<file path="config.mk">
export PLATFORM = sky130hd
export DESIGN_NAME = rsh_ctrl
export DESIGN_NICKNAME = d
export VERILOG_FILES = /design/src/rsh_ctrl.v /design/src/rsh_holdover.v /design/src/rsh_sync.v
export VERILOG_INCLUDE_DIRS = /design/src
export SDC_FILE = /design/constraint.sdc
export NUM_CORES = 1
export LEC_CHECK = 0
export BUFFER_PORTS_ARGS = -buffer_cell sky130_fd_sc_hd__buf_4
export CORE_AREA = 5 5 74 76
export CTS_CLUSTER_DIAMETER = 100
export CTS_CLUSTER_SIZE = 8
export DETAILED_ROUTE_END_ITERATION = 10
export DIE_AREA = 0 0 79 81
export GPL_TIMING_DRIVEN = 0
export SYNTH_ARGS = -nofsm -noshare
export SYNTH_HDL_FRONTEND = slang
export SYNTH_HIERARCHICAL = 1
export SYNTH_SLANG_ARGS = --single-unit
</file>
<file path="constraint.sdc">
create_clock -name sys_clk -period 1.2 [get_ports sys_clk]
set_clock_uncertainty 0.2 [all_clocks]
set_input_delay 0.12 -clock sys_clk [delete_from_list [all_inputs] [get_ports sys_clk]]
set_output_delay 0.12 -clock sys_clk [all_outputs]
set_load 0.1 [all_outputs]
</file>
<file path="src/rsh_consts.vh">
// Operation
// [RULE1] Stay-on-secondary 0 returns to primary when good; 1 stays on secondary.
// [RULE2] Manual mode: secondary input powered only when its power-on bit is 1.
// [RULE3] Manual mode: primary input powered only when its power-on bit is 1.
// [RULE4] Reference-mode bit: 0 single-ended (default), 1 differential.
// [RULE5] Software selects single-ended before using switchover or two inputs.
// [RULE6] Holdover control bit 4 set disables PLL status readback.
// [RULE7] Comparator enabled in automatic holdover decides previous lock.
// [RULE8] Comparator disabled: holdover controller sees lock pin as true.
// [RULE9] Comparator output visible on monitor and status pins when selected; code drives it only on lock_cmp_monitor_n.
// [RULE10] Holdover enabled only when control bits 2 and 0 both set.
// [RULE11] Software keeps automatic holdover off during VCO calibration.
// [RULE12] External holdover bit 1: internal controller off, pin level decides.
// [RULE13] External holdover bit 0: internal circuit decides holdover entry and exit.
// [RULE14] VCO calibration status is read-only bit 6 of status register.
// [RULE15] Calibration status reads 0 until finished, 1 after.
// [RULE16] Automatic-switchover bit: 0 manual, 1 automatic; power bits manual only.
// [RULE17] Holdover-active read-only bit shows holdover state, not enable.
// [RULE18] Automatic switchover keeps both reference receivers powered.
// [RULE19] External holdover pin passes two flip-flops before use.
`ifndef RSH_CONSTS_VH
`define RSH_CONSTS_VH
// ****************************************
// Register map
// ****************************************
`define RSH_ADDR_REFSEL   10'h01C
`define RSH_ADDR_HOLD     10'h01D
`define RSH_ADDR_STATUS   10'h01F
`define RSH_REFSEL_RESET  8'h00
`define RSH_HOLD_RESET    8'h00
// ****************************************
// Reference select fields
// ****************************************
`define RSH_RS_DIFF       0
`define RSH_RS_PRI_PWR    1
`define RSH_RS_SEC_PWR    2
`define RSH_RS_STAY_SEC   3
`define RSH_RS_AUTO       4
`define RSH_RS_USE_PIN    5
`define RSH_RS_SEL_SEC    6
// ****************************************
// Holdover control fields
// ****************************************
`define RSH_HC_EN_A       0
`define RSH_HC_EXT        1
`define RSH_HC_EN_B       2
`define RSH_HC_CMP_EN     3
`define RSH_HC_STAT_DIS   4
// ****************************************
// Status fields
// ****************************************
`define RSH_ST_LOCK       0
`define RSH_ST_PRI_GOOD   1
`define RSH_ST_SEC_GOOD   2
`define RSH_ST_VCO_GOOD   3
`define RSH_ST_SEC_SEL    4
`define RSH_ST_HOLD       5
`define RSH_ST_CAL_DONE   6
`endif

</file>
<file path="src/rsh_ctrl.v">
`timescale 1ns/10ps
`include "rsh_consts.vh"
module rsh_ctrl (
	input  wire       sys_clk,
	input  wire       rst_n,
	input  wire [9:0] reg_addr,
	input  wire [7:0] reg_wdata,
	input  wire       reg_wr,
	input  wire       reg_rd,
	output reg  [7:0] reg_rdata,
	input  wire       primary_ref_good,
	input  wire       secondary_ref_good,
	input  wire       vco_good,
	input  wire       pll_locked,
	input  wire       vco_cal_done,
	input  wire       ref_sel_pin,
	input  wire       ext_hold_pin,
	input  wire       lock_cmp_out,
	output reg        primary_ref_pwr,
	output reg        secondary_ref_pwr,
	output reg        ref_differential,
	output reg        secondary_selected,
	output reg        holdover_active,
	output reg        lock_cmp_enable,
	output reg        lock_cmp_monitor_n
);
	// ****************************************
	// Registers
	// ****************************************
	reg  [7:0] reference_select_control;
	reg  [7:0] holdover_and_lock_pin_control;
	wire [7:0] pin_s;
	wire       hold_state;
	reg        next_sec_sel;
	reg  [7:0] status_word;

	function is_addr;
		input [9:0] a;
		input [9:0] b;
		begin
			is_addr = (a == b);
		end
	endfunction

	always @(posedge sys_clk or negedge rst_n) begin
		if (!rst_n) begin
			reference_select_control      <= `RSH_REFSEL_RESET;
			holdover_and_lock_pin_control <= `RSH_HOLD_RESET;
		end else if (reg_wr) begin
			if (is_addr(reg_addr, `RSH_ADDR_REFSEL))
				reference_select_control <= {1'b0, reg_wdata[6:0]};
			if (is_addr(reg_addr, `RSH_ADDR_HOLD))
				holdover_and_lock_pin_control <= {3'h0, reg_wdata[4:0]};
		end
	end

	// ****************************************
	// Pin synchronisers
	// ****************************************
	// Status levels may come from analog monitors, so all are synchronised
	rsh_sync #(.WIDTH(8)) u_sync (
		.sys_clk  (sys_clk),
		.rst_n    (rst_n),
		.async_in ({ext_hold_pin, lock_cmp_out, ref_sel_pin, vco_cal_done,
			pll_locked, vco_good, secondary_ref_good, primary_ref_good}),
		.sync_out (pin_s)
	); //RULE19

	wire pri_good = pin_s[0];
	wire sec_good = pin_s[1];
	wire cal_s    = pin_s[4];
	wire sel_pin  = pin_s[5];
	wire cmp_s    = pin_s[6];
	wire ext_s    = pin_s[7];

	wire auto_sw  = reference_select_control[`RSH_RS_AUTO] &
		~reference_select_control[`RSH_RS_DIFF]; //RULE16
	wire cmp_en   = holdover_and_lock_pin_control[`RSH_HC_CMP_EN];
	wire ext_mode = holdover_and_lock_pin_control[`RSH_HC_EXT];
	wire hold_en  = holdover_and_lock_pin_control[`RSH_HC_EN_A] &
		holdover_and_lock_pin_control[`RSH_HC_EN_B]; //RULE10
	// Disabled comparator reads as locked
	wire was_lock = cmp_en ? ~cmp_s : 1'b1; //RULE7 RULE8
	wire cur_ref_good = secondary_selected ? sec_good : pri_good;

	// ****************************************
	// Holdover controller
	// ****************************************
	rsh_holdover u_hold (
		.sys_clk     (sys_clk),
		.rst_n       (rst_n),
		.hold_enable (hold_en),
		.ext_mode    (ext_mode),
		.ext_level   (ext_s),
		.ref_good    (cur_ref_good),
		.was_locked  (was_lock),
		.hold_active (hold_state)
	);

	// ****************************************
	// Reference selection
	// ****************************************
	always @* begin
		next_sec_sel = secondary_selected;
		if (reference_select_control[`RSH_RS_DIFF])
			next_sec_sel = 1'b0;
		else if (auto_sw) begin
			if (!secondary_selected && !pri_good && sec_good)
				next_sec_sel = 1'b1;
			else if (secondary_selected && pri_good &&
				!reference_select_control[`RSH_RS_STAY_SEC])
				next_sec_sel = 1'b0; //RULE1
		end else if (reference_select_control[`RSH_RS_USE_PIN])
			next_sec_sel = sel_pin;
		else
			next_sec_sel = reference_select_control[`RSH_RS_SEL_SEC];
	end

	always @(posedge sys_clk or negedge rst_n) begin
		if (!rst_n) begin
			secondary_selected <= 1'b0;
			primary_ref_pwr    <= 1'b0;
			secondary_ref_pwr  <= 1'b0;
			ref_differential   <= 1'b0;
			holdover_active    <= 1'b0;
			lock_cmp_enable    <= 1'b0;
			// Idle level in reset, so no false comparator event
			lock_cmp_monitor_n <= 1'b1;
		end else begin
			secondary_selected <= next_sec_sel;
			primary_ref_pwr    <= auto_sw |
				reference_select_control[`RSH_RS_PRI_PWR]; //RULE3 RULE18
			secondary_ref_pwr  <= auto_sw |
				reference_select_control[`RSH_RS_SEC_PWR]; //RULE2 RULE18
			ref_differential   <=
				reference_select_control[`RSH_RS_DIFF]; //RULE4
			holdover_active    <= hold_state;
			lock_cmp_enable    <= cmp_en;
			// Active low, matching the monitor pin convention
			lock_cmp_monitor_n <= ~(cmp_en & cmp_s); //RULE9
		end
	end

	// ****************************************
	// Read path
	// ****************************************
	always @* begin
		status_word = 8'h00;
		status_word[`RSH_ST_LOCK]     = pin_s[3];
		status_word[`RSH_ST_PRI_GOOD] = pri_good;
		status_word[`RSH_ST_SEC_GOOD] = sec_good;
		status_word[`RSH_ST_VCO_GOOD] = pin_s[2];
		status_word[`RSH_ST_SEC_SEL]  = secondary_selected;
		status_word[`RSH_ST_HOLD]     = hold_state; //RULE17
		status_word[`RSH_ST_CAL_DONE] = cal_s; //RULE14 RULE15
	end

	always @(posedge sys_clk or negedge rst_n) begin
		if (!rst_n)
			reg_rdata <= 8'h00;
		else if (reg_rd) begin
			if (is_addr(reg_addr, `RSH_ADDR_REFSEL))
				reg_rdata <= reference_select_control;
			else if (is_addr(reg_addr, `RSH_ADDR_HOLD))
				reg_rdata <= holdover_and_lock_pin_control;
			else if (is_addr(reg_addr, `RSH_ADDR_STATUS))
				reg_rdata <= holdover_and_lock_pin_control[`RSH_HC_STAT_DIS]
					? 8'h00 : status_word; //RULE6
			else
				reg_rdata <= 8'h00;
		end
	end
endmodule

</file>
<file path="src/rsh_holdover.v">
`timescale 1ns/10ps
`include "rsh_consts.vh"
module rsh_holdover (
	input  wire sys_clk,
	input  wire rst_n,
	input  wire hold_enable,
	input  wire ext_mode,
	input  wire ext_level,
	input  wire ref_good,
	input  wire was_locked,
	output reg  hold_active
);
	// ****************************************
	// Holdover state
	// ****************************************
	reg next_hold;

	always @* begin
		next_hold = 1'b0;
		if (hold_enable) begin //RULE10
			if (ext_mode)
				next_hold = ext_level; //RULE12
			else if (hold_active)
				next_hold = ~ref_good; //RULE13
			else
				next_hold = ~ref_good & was_locked; //RULE13
		end
	end

	always @(posedge sys_clk or negedge rst_n) begin
		if (!rst_n)
			hold_active <= 1'b0;
		else
			hold_active <= next_hold;
	end
endmodule

</file>
<file path="src/rsh_sync.v">
`timescale 1ns/10ps
`include "rsh_consts.vh"
module rsh_sync #(
	parameter WIDTH = 1
) (
	input  wire             sys_clk,
	input  wire             rst_n,
	input  wire [WIDTH-1:0] async_in,
	output reg  [WIDTH-1:0] sync_out
);
	reg [WIDTH-1:0] meta;

	always @(posedge sys_clk or negedge rst_n) begin
		if (!rst_n) begin
			meta     <= {WIDTH{1'b0}};
			sync_out <= {WIDTH{1'b0}};
		end else begin
			meta     <= async_in;
			sync_out <= meta;
		end
	end
endmodule

</file>
After elaboration in Yosys (flattened, before gate mapping)
Index checks and enable logic that the tools add are counted.
Operators by class
  equal/unequal tests: 4
  mux-type cells: 14
  bitwise gates (word level): 10
  reduce and logical (&&, ||, !) cells: 9
Operators by type and width (number)
  10-bit by 5-bit equality test with 1-bit output, second input constant: 3
  7-bit two-way mux: 4
  1-bit two-way mux: 10
  1-bit AND: 4
  1-bit logical AND: 4
  4-bit by 2-bit != test with 1-bit output, second input constant: 1
  1-bit inverter: 4
  2-bit AND reduction: 2
  1-bit zero test: 3
  1-bit bitwise OR: 2
Storage, ports and cells
  register bits: 44
  bits of input ports: 30
  output and inout port bits: 15
  word-level logic and storage cells: 50

Longest topological paths before layout
  depth after elaboration: 6
  depth in mapped cells: 4
  mapped depth without buffers: 4

Modules after synthesis
Netlist, hierarchy kept.
By module, submodules not included
  rsh_ctrl: times used 1, cells each 92, area an instance 1171.1 µm², sequential area each 651.9 µm²
  rsh_sync: times used 1, cells each 16, area an instance 400.4 µm², sequential area each 400.4 µm²
  rsh_holdover: times used 1, cells each 5, area an instance 45.0 µm², sequential area each 25.0 µm²

Worst setup path before layout
No wires, ideal clock.
  kind: flip-flop to flip-flop
  start: reg secondary_selected
  end: reg u_hold.hold_active
  data arrival time: 1.601 ns
  data required time: 0.922 ns
  slack: -0.678 ns
  stages on the path, launching flop included: 5
  buffers on the path: 0
  period minus slack after synthesis: 1.878 ns
  cells stage by stage: dfrtp_1 > mux2_2 > nor2_1 > o21ai_1 > a21boi_1
Between the ends
  word-level cells in the longest chain between the ends: 6
Ends and longest elaborated chain
  start, declared: line rsh_ctrl.v:22  | output reg secondary_selected,
  start signal, assigned: line rsh_ctrl.v:130  | secondary_selected <= next_sec_sel;
  1-bit two-way mux (*): line rsh_ctrl.v:84  | wire cur_ref_good = secondary_selected ? sec_good : pri_good;
  named net cur_ref_good: line rsh_ctrl.v:84
  1-bit inverter (*): line rsh_holdover.v:24, rsh_holdover.v:26
  1-bit AND: line rsh_holdover.v:26  | next_hold = ~ref_good & was_locked;
  1-bit two-way mux (*): line rsh_holdover.v:23  | else if (hold_active)
  1-bit two-way mux (*): line rsh_holdover.v:21  | if (ext_mode)
  1-bit two-way mux (*): line rsh_holdover.v:20  | if (hold_enable) begin
  named net u_hold.next_hold: line rsh_holdover.v:16  | reg next_hold;
  end signal, assigned: line rsh_holdover.v:34  | hold_active <= next_hold;
  end, declared: line rsh_holdover.v:11  | output reg hold_active
Mark *: on every way through the listed nets, which the timed path passes. The rest lies on a longest branch.
A chain may end at the register's enable or synchronous reset.

Final worst setup path
  start: in reg_addr[8]
  end: reg reference_select_control[5]
Between the ends
  word-level cells in the longest chain between the ends: 2
Ends and longest elaborated chain
  start, declared: line rsh_ctrl.v:6  | input wire [9:0] reg_addr,
  10-bit by 5-bit equality test with 1-bit output: line rsh_ctrl.v:41  | is_addr = (a == b);
  2-bit AND reduction (no source line)
  end signal, assigned: line rsh_ctrl.v:47  | reference_select_control <= `RSH_REFSEL_RESET;
  end signal, assigned: line rsh_ctrl.v:51  | reference_select_control <= {1'b0, reg_wdata[6:0]};
  end, declared: line rsh_ctrl.v:30  | reg [7:0] reference_select_control;
Every way passes these cells.

==> out/qor.tcl <==
set qor(status) {complete, but fails checks}
set qor(violations) {negative setup slack}
set qor(fin_tns_setup_ns) -7.02
set qor(antenna_cells) 0
set qor(slew_headroom_pct) 65.3
set qor(yosysWarnings) 6
set qor(drc) 0
set qor(placed_cells) 209
set qor(layout_cell_share_with_drive_strength_beyond_1_pct) 51.3
set qor(net_count_after_synthesis) 143
set qor(clock_tree.root_cell) {sky130_fd_sc_hd__clkbuf_8}
set qor(number_of_global_route_vias_before_repair) 1202
set qor(min_period_over_period_pct) 136
set qor(antenna_found_initial) 0
set qor(route.detailed.vias_per_inst) 4.92
set qor(maxCapViolCount) 0
set qor(setup_repair_after_global_routing_missed_its_margin) {yes}
set qor(grt_start_max_net_pins) 44
set qor(power_density_mw_per_mm2) 1070
set qor(hold_path.class) {in -> reg}
set qor(die_height_um) 81
set qor(die_x_um) 79
set qor(final_period_minus_worst_setup_slack_ns) 1.63
set qor(leading_cell_types_in_the_layout_fill_and_taps_excluded) {29 x sky130_fd_sc_hd__buf_4, 28 x sky130_fd_sc_hd__dfrtp_1, 19 x sky130_fd_sc_hd__dlygate4sd3_1}
set qor(routabilityCongestion) 0.859
set qor(clk_pin_slew_worst_paths_ns) 0.08
set qor(utilization_pct) 56.1
set qor(ioPinCount) 45
set qor(cts_tree) {done}
set qor(detail_route.first_pass.iterations) 4
set qor(total_leakage_power_nw) 1.18
set qor(grt-ovfl-total) 0
set qor(dpl.hpwl_mm) 2.56
set qor(rows) 25
set qor(class_of_the_most_critical_setup_path) {in -> reg}
set qor(grt_pass1_wl_mm) 5.86
set qor(route.antenna.remaining_nets) 0
set qor(timing.critical_path.fanout_max) 4
set qor(layout_commonest_cell) {sky130_fd_sc_hd__buf_4}
set qor(drt_wl_total_mm) 3.64
set qor(clkLatencyLatePin_ns) 0.29
set qor(syn_inst) 113
set qor(final.setup.worst_slack_ns) -0.427
set qor(clock_path_buffers) 2
set qor(vdd_drop_max_mv) 0.665
set qor(ctsHtreeMaxLevel) 2
set qor(vias) 1186
set qor(max_clock_freq_mhz) 615
set qor(synth-seq-area-share_pct) 66.6
set qor(worst_setup_path_end_kind) {flip-flop}
set qor(timing.final.setup_violations) 30
set qor(clock_sinks) 43
set qor(timing.critical_path.required_ns) 1.17
set qor(finalNetCount) 216
set qor(slew_violations) 0
set qor(pre_cts_slack_ns) -0.924
set qor(route.detailed.wl_per_inst_um) 15.1
set qor(worstMarginPinSlew_ns) 0.521
set qor(ys_types) 30
set qor(synth.ff_latch_count) 43
set qor(syn_area_mm2) 0.00162
set qor(cp.arrival_ns) 1.59
set qor(synth_area_per_cell_um2) 14.3
set qor(stdcell_count) 241
set qor(area_growth_syn_to_layout_pct) 61.6
set qor(dr.first_iter.drc_count) 59
set qor(fp.coreArea_mm2) 0.00466
set qor(grt_util_all_layers_pct) 12.1
set qor(initial_utilization_pct) 34.7
set qor(timing_hold_violations_final) 0
set qor(die_outline_area_mm2) 0.00640
set qor(critical_path.startpoint_type) {input pin}
set qor(numPortBuffers) 42
set qor(numCtsBuffers) 5
set qor(totalPowerFinal_mw) 2.80
critical path, stage by stage:
cell,delay [ns]
sky130_fd_sc_hd__buf_4,0.11
sky130_fd_sc_hd__or4_4,0.55
sky130_fd_sc_hd__nor4_4,0.32
sky130_fd_sc_hd__buf_4,0.20
sky130_fd_sc_hd__mux2_4,0.30
cell usage after synthesis:
cell / n / area (µm²)
sky130_fd_sc_hd__o2bb2ai_1: 2 / 17.5
sky130_fd_sc_hd__nor2b_1: 2 / 12.5
sky130_fd_sc_hd__a21boi_1: 1 / 7.51
sky130_fd_sc_hd__a21oi_1: 4 / 20.0
sky130_fd_sc_hd__or3_1: 1 / 6.26
sky130_fd_sc_hd__mux2_2: 13 / 146
sky130_fd_sc_hd__and3b_1: 2 / 17.5
sky130_fd_sc_hd__nand2_1: 5 / 18.8
sky130_fd_sc_hd__conb_1: 1 / 3.75
sky130_fd_sc_hd__a221oi_1: 3 / 26.3
sky130_fd_sc_hd__and2_1: 1 / 6.26
sky130_fd_sc_hd__inv_1: 7 / 26.3
sky130_fd_sc_hd__nor4_4: 2 / 42.5
sky130_fd_sc_hd__nor2_1: 2 / 7.51
sky130_fd_sc_hd__dfstp_2: 1 / 26.3
sky130_fd_sc_hd__or4_4: 1 / 11.3
sky130_fd_sc_hd__clkbuf_1: 1 / 3.75
sky130_fd_sc_hd__a211oi_1: 3 / 22.5
sky130_fd_sc_hd__or2_2: 1 / 6.26
sky130_fd_sc_hd__o32ai_1: 4 / 35.0
sky130_fd_sc_hd__nor3_1: 1 / 5.00
sky130_fd_sc_hd__nor3b_1: 1 / 7.51
sky130_fd_sc_hd__nand2b_1: 4 / 25.0
sky130_fd_sc_hd__o21ai_1: 1 / 5.00
sky130_fd_sc_hd__o31ai_1: 2 / 15.0
sky130_fd_sc_hd__and4b_1: 1 / 10.0
sky130_fd_sc_hd__a32oi_1: 2 / 17.5
sky130_fd_sc_hd__buf_4: 1 / 7.51
sky130_fd_sc_hd__nand4b_1: 1 / 8.76
sky130_fd_sc_hd__dfrtp_1: 42 / 1050
per-layer routing:
layer	wire length, µm	GRT usage [%]
met5	0	0
met4	17	4.12
met3	318	4.77
met2	1780	20.3
met1	1520	14.2
power by group:
| group | internal (mW) | leakage, nW | switching [mW] |
|---|---|---|---|
| sequential | 1.49 | 0.536 | 0.0224 |
| clock | 0.523 | 0.0505 | 0.460 |
| combinational | 0.154 | 0.595 | 0.150 |
| total | 2.16 | 1.18 | 0.632 |
state kept, by name, indices dropped and copies added, names as in the netlist:
signal	cells
lock_cmp_monitor_n	1
reg_rdata	7
secondary_selected	1
holdover_and_lock_pin_control	5
ref_differential	1
holdover_active	1
reference_select_control	7
secondary_ref_pwr	1
u_sync/sync_out	8
lock_cmp_enable	1
u_hold/hold_active	1
u_sync/meta	8
primary_ref_pwr	1
logic make-up (layout without fill, tap and decap cells):
group	after synthesis	count (layout)	synth area share [%]
AOI/OAI and AO/OA	22	22	10.3
buffers and inverters	9	83	2.32
DFF	43	43	66.6
muxes	13	13	9.06
other	1	1	0.232
and+or+nand+nor	25	25	11.5
layout make-up:
class | instances | area, µm²
fillers | 386 | 2050
flip-flops and latches | 43 | 1100
repair buffers | 66 | 708
multi-input cells | 61 | 598
clock buffers | 7 | 96.3
well taps | 54 | 67.6
inverters | 7 | 26.3
plain buffers | 2 | 11.3
clock inverters | 1 | 7.51
path summary, 6_finish.rpt:
| kind | startpoint | cells after the start | slack [ns] | to |
|---|---|---|---|---|
| setup / recovery | reg_addr[8] | 5 | -0.43 | reference_select_control[5] |
| setup reg to reg | secondary_selected | 4 | -0.17 | u_hold/hold_active |
| hold / removal | reg_addr[6] | 4 | 0.06 | reg_rdata[5] |
| hold reg to reg | u_sync/meta[6] | 0 | 0.14 | u_sync/sync_out[6] |
| min in group asynchronous | rst_n | 2 | 0.15 | reg_rdata[6] |
| max in group asynchronous | rst_n | 2 | 0.25 | secondary_selected |
repair_timing:
| action | in CTS | in global routing |
|---|---|---|
| setup buffers | 4 | 1 |
| hold endpoints to repair | 67 | 0 |
| resized for setup | 44 | 15 |
| hold buffers | 19 | 0 |
| gates cloned | 0 | 0 |
| pin swaps | 3 | 4 |
| endpoints found under the setup margin | 34 | 35 |
through the flow:
| stage | hold WS, ns | area (µm²) |
|---|---|---|
| final | 0.0647 | 2610 |
| after global routing | 0.0509 | 2610 |
| after CTS | 0.0753 | 2540 |
| after detailed placement | -0.0603 | 2040 |
| after global placement | -0.0757 | 2040 |
| after floorplan | -0.376 | 1650 |
Note: power is estimated with default switching activity, not from simulation.
